`config.mk`:
```
export PLATFORM = sky130hd
export DESIGN_NAME = ufc_flow_control
export DESIGN_NICKNAME = d
export VERILOG_FILES = /design/src/rtl/ufc_pkg.sv /design/src/rtl/ufc_flow_control.sv
export SDC_FILE = /design/constraint.sdc
export NUM_CORES = 1
export LEC_CHECK = 0
export BUFFER_PORTS_ARGS = -buffer_cell sky130_fd_sc_hd__buf_4
export CORE_MARGIN = 2
export CORE_UTILIZATION = 54
export DETAILED_ROUTE_END_ITERATION = 10
export GPL_TIMING_DRIVEN = 0
export MAX_ROUTING_LAYER = met4
export PLACE_DENSITY = 0.75
export SLEW_MARGIN = 5
export SYNTH_ARGS = -nofsm -noshare
export SYNTH_HDL_FRONTEND = slang
export SYNTH_SLANG_ARGS = --single-unit
```
`constraint.sdc`:
```
create_clock -name core_clk -period 2.4 [get_ports core_clk]
set_input_delay 0.12 -clock core_clk [delete_from_list [all_inputs] [get_ports core_clk]]
set_output_delay 0.12 -clock core_clk [all_outputs]
set_load 0.02 [all_outputs]
```
`src/rtl/ufc_pkg.sv`:
```
// shared constants, field positions and state types for the flow control block
package ufc_pkg;

  // rx buffer geometry
  localparam int FIFO_WIDTH = 8;
  localparam int FIFO_DEPTH = 8;
  localparam int LVL_W = 4;

  // register indices on the register access port
  localparam logic [3:0] ADDR_DIV_LOW = 4'h0;
  localparam logic [3:0] ADDR_DIV_HIGH = 4'h1;
  localparam logic [3:0] ADDR_INT_ENABLE = 4'h2;
  localparam logic [3:0] ADDR_INT_STATUS = 4'h3;
  localparam logic [3:0] ADDR_MODEM_CTL = 4'h4;
  localparam logic [3:0] ADDR_MODEM_STATUS = 4'h5;
  localparam logic [3:0] ADDR_SCRATCH = 4'h6;
  localparam logic [3:0] ADDR_FLOW_LEVELS = 4'h7;
  localparam logic [3:0] ADDR_RX_TRIGGER = 4'h8;
  localparam logic [3:0] ADDR_IO_CONTROL = 4'h9;
  localparam logic [3:0] ADDR_ENH_CTL = 4'ha;
  localparam logic [3:0] ADDR_OFF_FIRST = 4'hb;
  localparam logic [3:0] ADDR_OFF_SECOND = 4'hc;
  localparam logic [3:0] ADDR_ON_FIRST = 4'hd;
  localparam logic [3:0] ADDR_ON_SECOND = 4'he;
  localparam logic [3:0] ADDR_RX_FILL = 4'hf;

  // field positions
  localparam int ENH_SPECIAL = 5;
  localparam int ENH_AUTO_RTS = 6;
  localparam int ENH_AUTO_CTS = 7;
  localparam int IOC_SW_RESET = 3;
  localparam int MCR_DTR = 0;
  localparam int MCR_RTS = 1;
  localparam int IEN_RX = 0;
  localparam int IEN_SPECIAL = 5;
  localparam int IST_NONE = 0;
  localparam int IST_RX = 2;
  localparam int IST_SPECIAL = 4;

  // receive comparison field encodings
  localparam logic [1:0] RXCMP_NONE = 2'h0;
  localparam logic [1:0] RXCMP_SECOND = 2'h1;
  localparam logic [1:0] RXCMP_FIRST = 2'h2;
  localparam logic [1:0] RXCMP_BOTH = 2'h3;

  // reset values
  localparam logic [7:0] RST_DIV_LOW = 8'h01;
  localparam logic [7:0] RST_DIV_HIGH = 8'h00;
  localparam logic [7:0] RST_SCRATCH = 8'hff;
  localparam logic [7:0] RST_FLOW_CHAR = 8'h00;
  localparam logic [7:0] RST_INT_EN = 8'h00;
  localparam logic [7:0] RST_MCR = 8'h00;
  localparam logic [7:0] RST_ENH = 8'h00;
  localparam logic [7:0] RST_IOC = 8'h00;
  localparam logic [7:0] RST_LEVELS = 8'h0f;
  localparam logic [7:0] RST_TRIGGER = 8'h00;
  localparam logic [3:0] RST_MODEM_SYNC = 4'hf;
  localparam logic [1:0] PRIME_CYCLES = 2'h3;

  // register access request
  typedef struct packed {
    logic wr;
    logic rd;
    logic [3:0] addr;
    logic [7:0] wdata;
  } ufc_regreq_t;

  // registers reset only at power-up
  typedef struct packed {
    logic [7:0] divLow;
    logic [7:0] divHigh;
    logic [7:0] scratch;
    logic [7:0] offFirst;
    logic [7:0] offSecond;
    logic [7:0] onFirst;
    logic [7:0] onSecond;
  } ufc_keep_t;

  // state restored by pin reset and, except the modem synchroniser stages, by software reset
  typedef struct packed {
    logic [7:0] intEn;
    logic [7:0] mcr;
    logic [7:0] enhCtl;
    logic [7:0] ioc;
    logic [7:0] levels;
    logic [7:0] trigger;
    logic [3:0] modSync1;
    logic [3:0] modSync2;
    logic [3:0] modPrev;
    logic [3:0] modDelta;
    logic [1:0] prime;
    logic specFlag;
    logic xoffFlag;
    logic rtsHalt;
    logic swHold;
    logic prevOff1;
    logic prevOn1;
    logic swRst;
    logic txPin;
    logic rtsN;
    logic dtrN;
    logic irqN;
    logic txPause;
    logic [7:0] rdData;
  } ufc_state_t;

  localparam ufc_keep_t KEEP_RST = '{
    divLow: RST_DIV_LOW, divHigh: RST_DIV_HIGH, scratch: RST_SCRATCH,
    offFirst: RST_FLOW_CHAR, offSecond: RST_FLOW_CHAR,
    onFirst: RST_FLOW_CHAR, onSecond: RST_FLOW_CHAR};

  localparam ufc_state_t STATE_RST = '{
    intEn: RST_INT_EN, mcr: RST_MCR, enhCtl: RST_ENH, ioc: RST_IOC,
    levels: RST_LEVELS, trigger: RST_TRIGGER,
    modSync1: RST_MODEM_SYNC, modSync2: RST_MODEM_SYNC,
    modPrev: RST_MODEM_SYNC, modDelta: 4'h0, prime: 2'h0,
    specFlag: 1'b0, xoffFlag: 1'b0, rtsHalt: 1'b0, swHold: 1'b0,
    prevOff1: 1'b0, prevOn1: 1'b0, swRst: 1'b0,
    txPin: 1'b1, rtsN: 1'b1, dtrN: 1'b1, irqN: 1'b1, txPause: 1'b0,
    rdData: 8'h00};

endpackage

```
`src/rtl/ufc_flow_control.sv`:
```
// receive buffer and flow control core of one uart channel
`timescale 1ns/1ns

module ufc_fifo #(
  parameter int WIDTH = ufc_pkg::FIFO_WIDTH,
  parameter int DEPTH = ufc_pkg::FIFO_DEPTH,
  parameter int LW = ufc_pkg::LVL_W
) (
  // clock and reset
  input wire logic core_clk,
  input wire logic arst_n,
  input wire logic flush,
  // fill side
  input wire logic inValid,
  output logic inReady,
  input wire logic [WIDTH-1:0] inData,
  // drain side
  output logic outValid,
  input wire logic outReady,
  output logic [WIDTH-1:0] outData,
  // fill level
  output logic [LW-1:0] level
);
  localparam int PW = $clog2(DEPTH);

  typedef struct packed {
    logic [DEPTH-1:0][WIDTH-1:0] mem;
    logic [PW-1:0] wrPtr;
    logic [PW-1:0] rdPtr;
    logic [LW-1:0] count;
  } ufc_fifo_state_t;

  ufc_fifo_state_t f_q;
  ufc_fifo_state_t f_d;
  logic push;
  logic pop;

  assign inReady = (f_q.count != LW'(DEPTH));
  assign outValid = (f_q.count != '0);
  assign outData = f_q.mem[f_q.rdPtr];
  assign level = f_q.count;
  assign push = inValid && inReady;
  assign pop = outValid && outReady;

  always_comb begin
    f_d = f_q;
    if (push) begin
      f_d.mem[f_q.wrPtr] = inData;
      f_d.wrPtr = (f_q.wrPtr == PW'(DEPTH - 1)) ? '0 : f_q.wrPtr + 1'b1;
    end
    if (pop) begin
      f_d.rdPtr = (f_q.rdPtr == PW'(DEPTH - 1)) ? '0 : f_q.rdPtr + 1'b1;
    end
    if (push && !pop) begin
      f_d.count = f_q.count + 1'b1;
    end else if (pop && !push) begin
      f_d.count = f_q.count - 1'b1;
    end
    if (flush) begin
      f_d.wrPtr = '0;
      f_d.rdPtr = '0;
      f_d.count = '0;
    end
  end

  always_ff @(posedge core_clk or negedge arst_n) begin
    if (!arst_n) begin
      f_q <= '0;
    end else begin
      f_q <= f_d;
    end
  end
endmodule // ufc_fifo

// Operation
// - special detect stores match, sets status bit
// - comparison bit order follows received bits
// - first pair mode: both features work together
// - second pair mode: drop match, both interrupts
// - auto request: trigger interrupt, halt raises line
// - auto request: resume level lowers line again
// - without auto mode request line is host-driven
// - auto clear: pause transmit while input high
// - power-up divisor high 0x00, low 0x01
// - reset: change flags zero, upper inverted inputs
// - divisor, scratch, flow chars only power-up reset
// - comparison field encodes first, second, both, none
module ufc_flow_control (
  // clocks and resets
  input wire logic core_clk,
  input wire logic arst_n,
  input wire logic por_n,
  // register access port
  input wire ufc_pkg::ufc_regreq_t regReq,
  output logic [7:0] regRdData,
  // received characters from the receiver
  input wire logic rxValid,
  output logic rxReady,
  input wire logic [7:0] rxData,
  // buffered characters toward the host
  output logic rxOutValid,
  input wire logic rxOutReady,
  output logic [7:0] rxOutData,
  // transmitter side
  input wire logic txLineIn,
  output logic txPause,
  output logic txPin,
  // modem pins, order cd ri dsr cts, all active low
  input wire logic [3:0] modemInN,
  output logic rtsN,
  output logic dtrN,
  // interrupt
  output logic irqN,
  // divisor value for the baud generator
  output logic [15:0] divisor
);
  ufc_pkg::ufc_state_t s_q;
  ufc_pkg::ufc_state_t s_d;
  ufc_pkg::ufc_keep_t k_q;
  ufc_pkg::ufc_keep_t k_d;

  logic [ufc_pkg::LVL_W-1:0] fill;
  logic fifoInReady;
  logic offHit;
  logic onHit;
  logic specHit;
  logic dropChar;
  logic accept;
  logic [1:0] cmpSel;

  function automatic logic charHit(input logic [7:0] a, input logic [7:0] b);
    // bit 0 of the stored character meets the first received bit
    return a == b;
  endfunction

  // fill at or above a receive trigger level; level zero means off
  function automatic logic rxTrigHit(input logic [3:0] lvl,
                                     input logic [3:0] trig);
    return (trig != 4'h0) && (lvl >= trig);
  endfunction

  // receive comparison decode
  always_comb begin
    cmpSel = s_q.enhCtl[1:0];
    offHit = 1'b0;
    onHit = 1'b0;
    unique case (cmpSel)
      ufc_pkg::RXCMP_FIRST: begin
        offHit = charHit(k_q.offFirst, rxData);
        onHit = charHit(k_q.onFirst, rxData);
      end
      ufc_pkg::RXCMP_SECOND: begin
        offHit = charHit(k_q.offSecond, rxData);
        onHit = charHit(k_q.onSecond, rxData);
      end
      ufc_pkg::RXCMP_BOTH: begin
        offHit = s_q.prevOff1 && charHit(k_q.offSecond, rxData);
        onHit = s_q.prevOn1 && charHit(k_q.onSecond, rxData);
      end
      ufc_pkg::RXCMP_NONE: begin
        offHit = 1'b0;
        onHit = 1'b0;
      end
    endcase
    specHit = s_q.enhCtl[ufc_pkg::ENH_SPECIAL] &&
              charHit(k_q.offSecond, rxData);
  end

  // flow characters are consumed; a special match in first-pair mode is kept
  assign dropChar = offHit || onHit;
  assign rxReady = dropChar || fifoInReady;
  assign accept = rxValid && rxReady;

  ufc_fifo #(
    .WIDTH(ufc_pkg::FIFO_WIDTH),
    .DEPTH(ufc_pkg::FIFO_DEPTH),
    .LW(ufc_pkg::LVL_W)
  ) rxBuf (
    .core_clk(core_clk),
    .arst_n(arst_n),
    .flush(s_q.swRst),
    .inValid(rxValid && !dropChar),
    .inReady(fifoInReady),
    .inData(rxData),
    .outValid(rxOutValid),
    .outReady(rxOutReady),
    .outData(rxOutData),
    .level(fill)
  );

  always_comb begin
    s_d = s_q;
    k_d = k_q;

    // modem inputs: two-stage synchroniser, then change detection
    s_d.modSync1 = modemInN;
    s_d.modSync2 = s_q.modSync1;
    s_d.modPrev = s_q.modSync2;
    if (s_q.prime != ufc_pkg::PRIME_CYCLES) begin
      s_d.prime = s_q.prime + 1'b1;
    end

    // register reads: data registered, read side effects cleared here
    if (regReq.rd) begin
      unique case (regReq.addr)
        ufc_pkg::ADDR_DIV_LOW: s_d.rdData = k_q.divLow;
        ufc_pkg::ADDR_DIV_HIGH: s_d.rdData = k_q.divHigh;
        ufc_pkg::ADDR_INT_ENABLE: s_d.rdData = s_q.intEn;
        ufc_pkg::ADDR_INT_STATUS: begin
          s_d.rdData = 8'h00;
          s_d.rdData[ufc_pkg::IST_SPECIAL] = s_q.specFlag || s_q.xoffFlag;
          s_d.rdData[ufc_pkg::IST_RX] = s_q.intEn[ufc_pkg::IEN_RX] &&
                                        rxTrigHit(fill, s_q.trigger[3:0]);
          s_d.rdData[ufc_pkg::IST_NONE] = s_q.irqN;
          s_d.specFlag = 1'b0;
          s_d.xoffFlag = 1'b0;
        end
        ufc_pkg::ADDR_MODEM_CTL: s_d.rdData = s_q.mcr;
        ufc_pkg::ADDR_MODEM_STATUS: begin
          s_d.rdData = {~s_q.modSync2, s_q.modDelta};
          s_d.modDelta = 4'h0;
        end
        ufc_pkg::ADDR_SCRATCH: s_d.rdData = k_q.scratch;
        ufc_pkg::ADDR_FLOW_LEVELS: s_d.rdData = s_q.levels;
        ufc_pkg::ADDR_RX_TRIGGER: s_d.rdData = s_q.trigger;
        ufc_pkg::ADDR_IO_CONTROL: s_d.rdData = s_q.ioc;
        ufc_pkg::ADDR_ENH_CTL: s_d.rdData = s_q.enhCtl;
        ufc_pkg::ADDR_OFF_FIRST: s_d.rdData = k_q.offFirst;
        ufc_pkg::ADDR_OFF_SECOND: s_d.rdData = k_q.offSecond;
        ufc_pkg::ADDR_ON_FIRST: s_d.rdData = k_q.onFirst;
        ufc_pkg::ADDR_ON_SECOND: s_d.rdData = k_q.onSecond;
        ufc_pkg::ADDR_RX_FILL: s_d.rdData = 8'(fill);
      endcase
    end

    // register writes
    if (regReq.wr) begin
      unique case (regReq.addr)
        ufc_pkg::ADDR_DIV_LOW: k_d.divLow = regReq.wdata;
        ufc_pkg::ADDR_DIV_HIGH: k_d.divHigh = regReq.wdata;
        ufc_pkg::ADDR_INT_ENABLE: s_d.intEn = regReq.wdata;
        ufc_pkg::ADDR_MODEM_CTL: s_d.mcr = regReq.wdata;
        ufc_pkg::ADDR_SCRATCH: k_d.scratch = regReq.wdata;
        ufc_pkg::ADDR_FLOW_LEVELS: s_d.levels = regReq.wdata;
        ufc_pkg::ADDR_RX_TRIGGER: s_d.trigger = regReq.wdata;
        ufc_pkg::ADDR_IO_CONTROL: begin
          s_d.ioc = regReq.wdata;
          s_d.ioc[ufc_pkg::IOC_SW_RESET] = 1'b0;
          s_d.swRst = regReq.wdata[ufc_pkg::IOC_SW_RESET];
        end
        ufc_pkg::ADDR_ENH_CTL: s_d.enhCtl = regReq.wdata;
        ufc_pkg::ADDR_OFF_FIRST: k_d.offFirst = regReq.wdata;
        ufc_pkg::ADDR_OFF_SECOND: k_d.offSecond = regReq.wdata;
        ufc_pkg::ADDR_ON_FIRST: k_d.onFirst = regReq.wdata;
        ufc_pkg::ADDR_ON_SECOND: k_d.onSecond = regReq.wdata;
        default: s_d.swRst = s_q.swRst;
      endcase
    end

    // change flags: set wins over a same-cycle read clear
    if (s_q.prime == ufc_pkg::PRIME_CYCLES) begin
      s_d.modDelta = s_d.modDelta | (s_q.modSync2 ^ s_q.modPrev);
    end

    // received character events, set after any read clear
    if (accept) begin
      if (specHit) begin
        s_d.specFlag = 1'b1;
      end
      if (offHit) begin
        s_d.swHold = 1'b1;
        if (specHit) begin
          s_d.xoffFlag = 1'b1;
        end
      end
      if (onHit) begin
        s_d.swHold = 1'b0;
      end
      s_d.prevOff1 = charHit(k_q.offFirst, rxData);
      s_d.prevOn1 = charHit(k_q.onFirst, rxData);
    end

    // automatic request line halt and resume hysteresis
    if (fill >= s_q.levels[3:0]) begin
      s_d.rtsHalt = 1'b1;
    end else if (fill < s_q.levels[7:4]) begin
      s_d.rtsHalt = 1'b0;
    end

    if (s_q.enhCtl[ufc_pkg::ENH_AUTO_RTS]) begin
      // auto mode only acts once the host has asserted the line
      s_d.rtsN = s_q.mcr[ufc_pkg::MCR_RTS] ? s_q.rtsHalt : 1'b1;
    end else begin
      s_d.rtsN = !s_q.mcr[ufc_pkg::MCR_RTS];
    end
    s_d.dtrN = !s_q.mcr[ufc_pkg::MCR_DTR];

    // transmit pause on clear-to-send high or received off character
    s_d.txPause = (s_q.enhCtl[ufc_pkg::ENH_AUTO_CTS] && s_q.modSync2[0]) ||
                  s_q.swHold;
    s_d.txPin = txLineIn;

    // interrupt output, active low
    s_d.irqN = !((s_q.intEn[ufc_pkg::IEN_RX] &&
                  rxTrigHit(fill, s_q.trigger[3:0])) ||
                 (s_q.intEn[ufc_pkg::IEN_SPECIAL] &&
                  (s_q.specFlag || s_q.xoffFlag)));

    // software reset restores everything except power-up registers and the modem synchroniser stages, which keep sampling
    if (s_q.swRst) begin
      s_d = ufc_pkg::STATE_RST;
      s_d.modSync1 = modemInN;
      s_d.modSync2 = s_q.modSync1;
      s_d.modPrev = s_q.modSync2;
    end
  end

  // power-up only registers
  always_ff @(posedge core_clk or negedge por_n) begin
    if (!por_n) begin
      k_q <= ufc_pkg::KEEP_RST;
    end else begin
      k_q <= k_d;
    end
  end

  always_ff @(posedge core_clk or negedge arst_n) begin
    if (!arst_n) begin
      s_q <= ufc_pkg::STATE_RST;
    end else begin
      s_q <= s_d;
    end
  end

  assign regRdData = s_q.rdData;
  assign txPause = s_q.txPause;
  assign txPin = s_q.txPin;
  assign rtsN = s_q.rtsN;
  assign dtrN = s_q.dtrN;
  assign irqN = s_q.irqN;
  assign divisor = {k_q.divHigh, k_q.divLow};
endmodule // ufc_flow_control

```
==> results list <==
- Dividing the final minimum period by the clock period gives 1.124.
* Mean Syn Cell Area: 11.87 µm²
* Share of total power in combinational logic: 0.346
- Vias in the first global route: 8488
- Synth async-reset ratio: 1.000
- Setup violations remaining at the end of the flow were counted as 69.
* Standard cell area after detailed placement: 12080 µm²
* Buffer depth of the longest clock path: 3
- By startpoint and endpoint, the worst setup path is classified as reg2reg.
- Fill cells in the final layout number 1507.
- Fraction of post-synthesis cell area in the top cell type by area: 0.4159
* Maximum resistive drop on vdd: 0.7381 mV
- The share of total power dissipated in the clock network is 0.280.
- When the netlist entered floorplanning its net count stood at 994.
- Die Span X: 148.0 µm
- The smallest clock period supported by the final layout is computed as 2.699 ns.
* Initial Util: 0.5513
- The finished layout holds 1386 standard cells, fillers aside.
- Setup slack on the critical path of the routed design comes to -0.2987 ns.
- Including well taps, the total number of placed cells is 1281.
- TritonCTS created 24 clock buffers.
- Final number of hold-violating endpoints: 0
- Synthesis produced a netlist whose cell count is 943.
- Counting every sink on the clock net gives 215.
- For this run, the post-layout net count is 1148.
- Site Rows: 52
- For this design the static power due to leakage is 6.259 nW.
* Worst slew margin relative to its limit: 0.2545
* Aggregate global-route resource usage: 0.3077
* Clk root buf: clkbuf_16
- Yosys mapped the design onto 69 distinct sky130hd cell types.
* Area of all sequential standard cells: 5430 µm²
* Vertical die dimension: 148.0 µm
- Signed area change from the synthesized netlist to the final layout: 23.01%
- For the pin with the worst max-slew slack, the measured transition is 1.114 ns.
- Of the total power, the share spent switching nets is 0.3168.
- Across the run, the number of max-cap violations was 0.
- The run finished, with violations left.
- During placement, the flow inserted port buffers numbering 67.
* Largest net degree at the start of global routing: 108
- In the final layout, the multi-input gates occupy 5378 µm².
- Cell internal power was estimated by the tool at 10.60 mW.
- For this design the top-level I/O count stands at 71.
- The clock reaches the later pin of the worst-skew pair after 0.53 ns.
- Power spread over the standard cell area amounts to 1127 nW/µm².
- For the final database, setup skew stands at 0.01430 ns.
- Counting flops with a built-in enable in the synthesized netlist gives 0.
* Synth Warn #: 0
* WL/cell: 23.36 µm
* Largest driver fanout on the critical path: 3
* Final global-route overflow total: 0
- In the routed design, unresolved DRC markers number 0.
* Part of the power in registers: 0.374
- TritonCTS built the clock tree.
- Detailed placement ended at an HPWL of 22170 µm.
* Sequential share of the synthesized area: 0.4840
* Standard cell core area: 20300 µm²
- Ranking of synthesized cells by area: dfrtp_1 42%, mux2_2 11%, dfstp_2 6.8%
- The first detailed-routing pass took 6 iterations.
- Most common flop cell mapped by yosys: dfrtp_1
- The worst setup path is captured at a register.
- Setup repair after global routing could not meet its margin everywhere.
- The cell area that synthesis handed to floorplanning was 11190 µm².
- Worst hold path type: in2reg
- STA puts the critical path data arrival time at 3.08 ns.
* Global-route wire length before repair: 50050 µm
- The number of max-slew violations in the final report came to 0.
- The checks that failed: setup timing.
- Final RePlAce weighted congestion: 1.047
- Initial antenna violation count: 1
* Category of the worst setup path launch point: register
- Highest clock rate: 370.6 MHz
* Cell type with the highest aggregate area in the netlist: dfrtp_1
- Total Die Area: 21890 µm²
* Initial DRC count: 710
- Clock-pin slew on the worst setup and hold paths: 0.06 ns
* H-tree levels: 1
* Average vias per placed instance: 6.007
* Share of final-layout standard cells stronger than drive strength 1: 0.3848
- At the worst endpoint, the required time is 2.78 ns.
- The finished cells cover 13770 µm².
* Final wirelength: 32380 µm
* Count of nets left with antenna violations after detail routing: 0
* Flops & latches, synth: 215
- Total net switching power: 4.914 mW
- Routed vias: 8326
==> worst max-delay path: stages, from the launching register on <==
cell,delay (ns)
dfrtp_1,0.40
xnor2_2,0.17
nand4_1,0.30
nor4_4,0.30
a21oi_2,0.09
nand4_1,0.17
ha_1,0.25
a21o_1,0.17
a21o_1,0.18
nor2_1,0.12
o31a_2,0.18
o21ai_1,0.05
nor3b_2,0.17
==> cell type report <==
| type | instances | share of cell area |
|---|---|---|
| flip-flops and latches | 215 | 0.3944 |
| multi-input cells | 621 | 0.3906 |
| repair buffers | 130 | 0.07834 |
| clock buffers | 29 | 0.04944 |
| plain buffers | 84 | 0.03744 |
| well taps | 270 | 0.02454 |
| clock inverters | 15 | 0.01890 |
| inverters | 21 | 0.006089 |
| diodes | 1 | 0.0001818 |
==> Yosys cell counts (5+ instances only) <==
cell	count
o21ai_0	15
clkbuf_1	36
ha_1	18
inv_1	21
xnor2_1	32
a22oi_1	14
xor2_1	6
mux2_4	24
a21o_1	9
nor3_1	10
nand4_1	5
nand2_1	39
mux4_2	16
a31oi_1	6
nand2b_1	6
a221oi_1	7
buf_6	7
dfstp_2	29
buf_1	8
buf_4	28
nor2_1	95
o221ai_1	5
mux2i_1	62
nand3_1	11
o22ai_1	6
a22o_1	5
buf_2	6
mux2_2	106
dfrtp_1	186
a21oi_1	39
a211o_1	7
nor2b_1	14
==> repair_timing <==
item                                    4_1_cts  5_1_grt
pin swaps                                    15       14
endpoints found under the hold margin       136        0
hold buffers                                 18        0
endpoints found under the setup margin       68       78
buffers inserted                             42        7
resized for setup                            43       24
==> routing by layer <==
| metal | GRT usage | wire length, µm | vias up |
|---|---|---|---|
| li1 | - | - | 3669 |
| met1 | 0.3918 | 12820 | 4198 |
| met2 | 0.4965 | 15630 | 342 |
| met3 | 0.03858 | 2021 | 117 |
| met4 | 0.1390 | 1912 | 0 |
| met5 | - | 0 | - |
==> state kept, by name, summed over array words and instances, names as in the netlist <==
name and flops:
txPin 1, dtrN 1, irqN 1, s_q 70
txPause 1, divisor 16, rtsN 1, cmpSel 2
k_q 40, rxBuf.level 4, rxBuf.f_q 70, regRdData 8
==> cell families (layout without fill, tap and decap cells) <==
logic type                 after synthesis  count (layout)  synth area share
and+or+nand+nor                        216             216           0.09983
DFF                                    215             215            0.4840
muxes                                  208             208            0.2265
AOI/OAI and AO/OA                      140             140           0.08597
buffers and inverters                  107             279           0.05210
xor gates and xnor gates                38              38           0.02974
adders and majority gates               19              19           0.02191
other                                    0               1                 0
==> cells in the final DEF (no fill, tap or decap), types with 24 or more instances in the layout <==
cell	n
mux2_4	24
clkbuf_16	25
mux2_2	106
dfrtp_1	175
clkbuf_1	33
buf_4	130
mux2i_1	62
nand2_1	36
nor2_1	95
a21oi_1	36
dfstp_2	29
xnor2_1	25
==> power groups by stage <==
stage | combinational, mW | sequential, mW | clock [mW]
3_3_place_gp | 4.72 | 5.74 | 0
6_report | 5.37 | 5.80 | 4.35
5_1_grt | 5.79 | 5.91 | 4.53
2_1_floorplan | 3.71 | 5.41 | 0
4_1_cts | 5.23 | 5.75 | 4.36
3_5_place_dp | 4.86 | 5.78 | 0
==> path summary, 6_finish.rpt <==
path | start | end | slack [ns] | cells past startpoint
min in group asynchronous | arst_n | rxBuf.f_q[63] | 0.10 | 2
worst max register to register | k_q[21] | rxBuf.level[3] | -0.30 | 12
worst min-delay path | rxData[6] | rxBuf.f_q[32] | 0.04 | 3
worst min register to register | s_q[34] | s_q[30] | 0.35 | 0
max in group asynchronous | arst_n | rxBuf.level[2] | 1.39 | 3
worst max-delay path | k_q[21] | rxBuf.level[3] | -0.30 | 12
==> per-stage QoR <==
stage                     total power [mW]  worst slack [ns]  utilization  TNS, ns  hold WS, ns
after global routing                 16.23           -0.4135       0.6782   -11.35      0.04938
after floorplan                      9.119           0.03140            -        0      -0.1756
after detailed placement             10.65           -0.4908       0.5949   -5.623      0.06323
final                                15.51           -0.2987       0.6782   -6.492      0.03561
after CTS                            15.35           -0.1556       0.6719  -0.5580      0.02555
after global placement               10.45           -0.4516       0.5931   -3.841       0.2216
No activity file was read; power rests on OpenSTA's default activity.
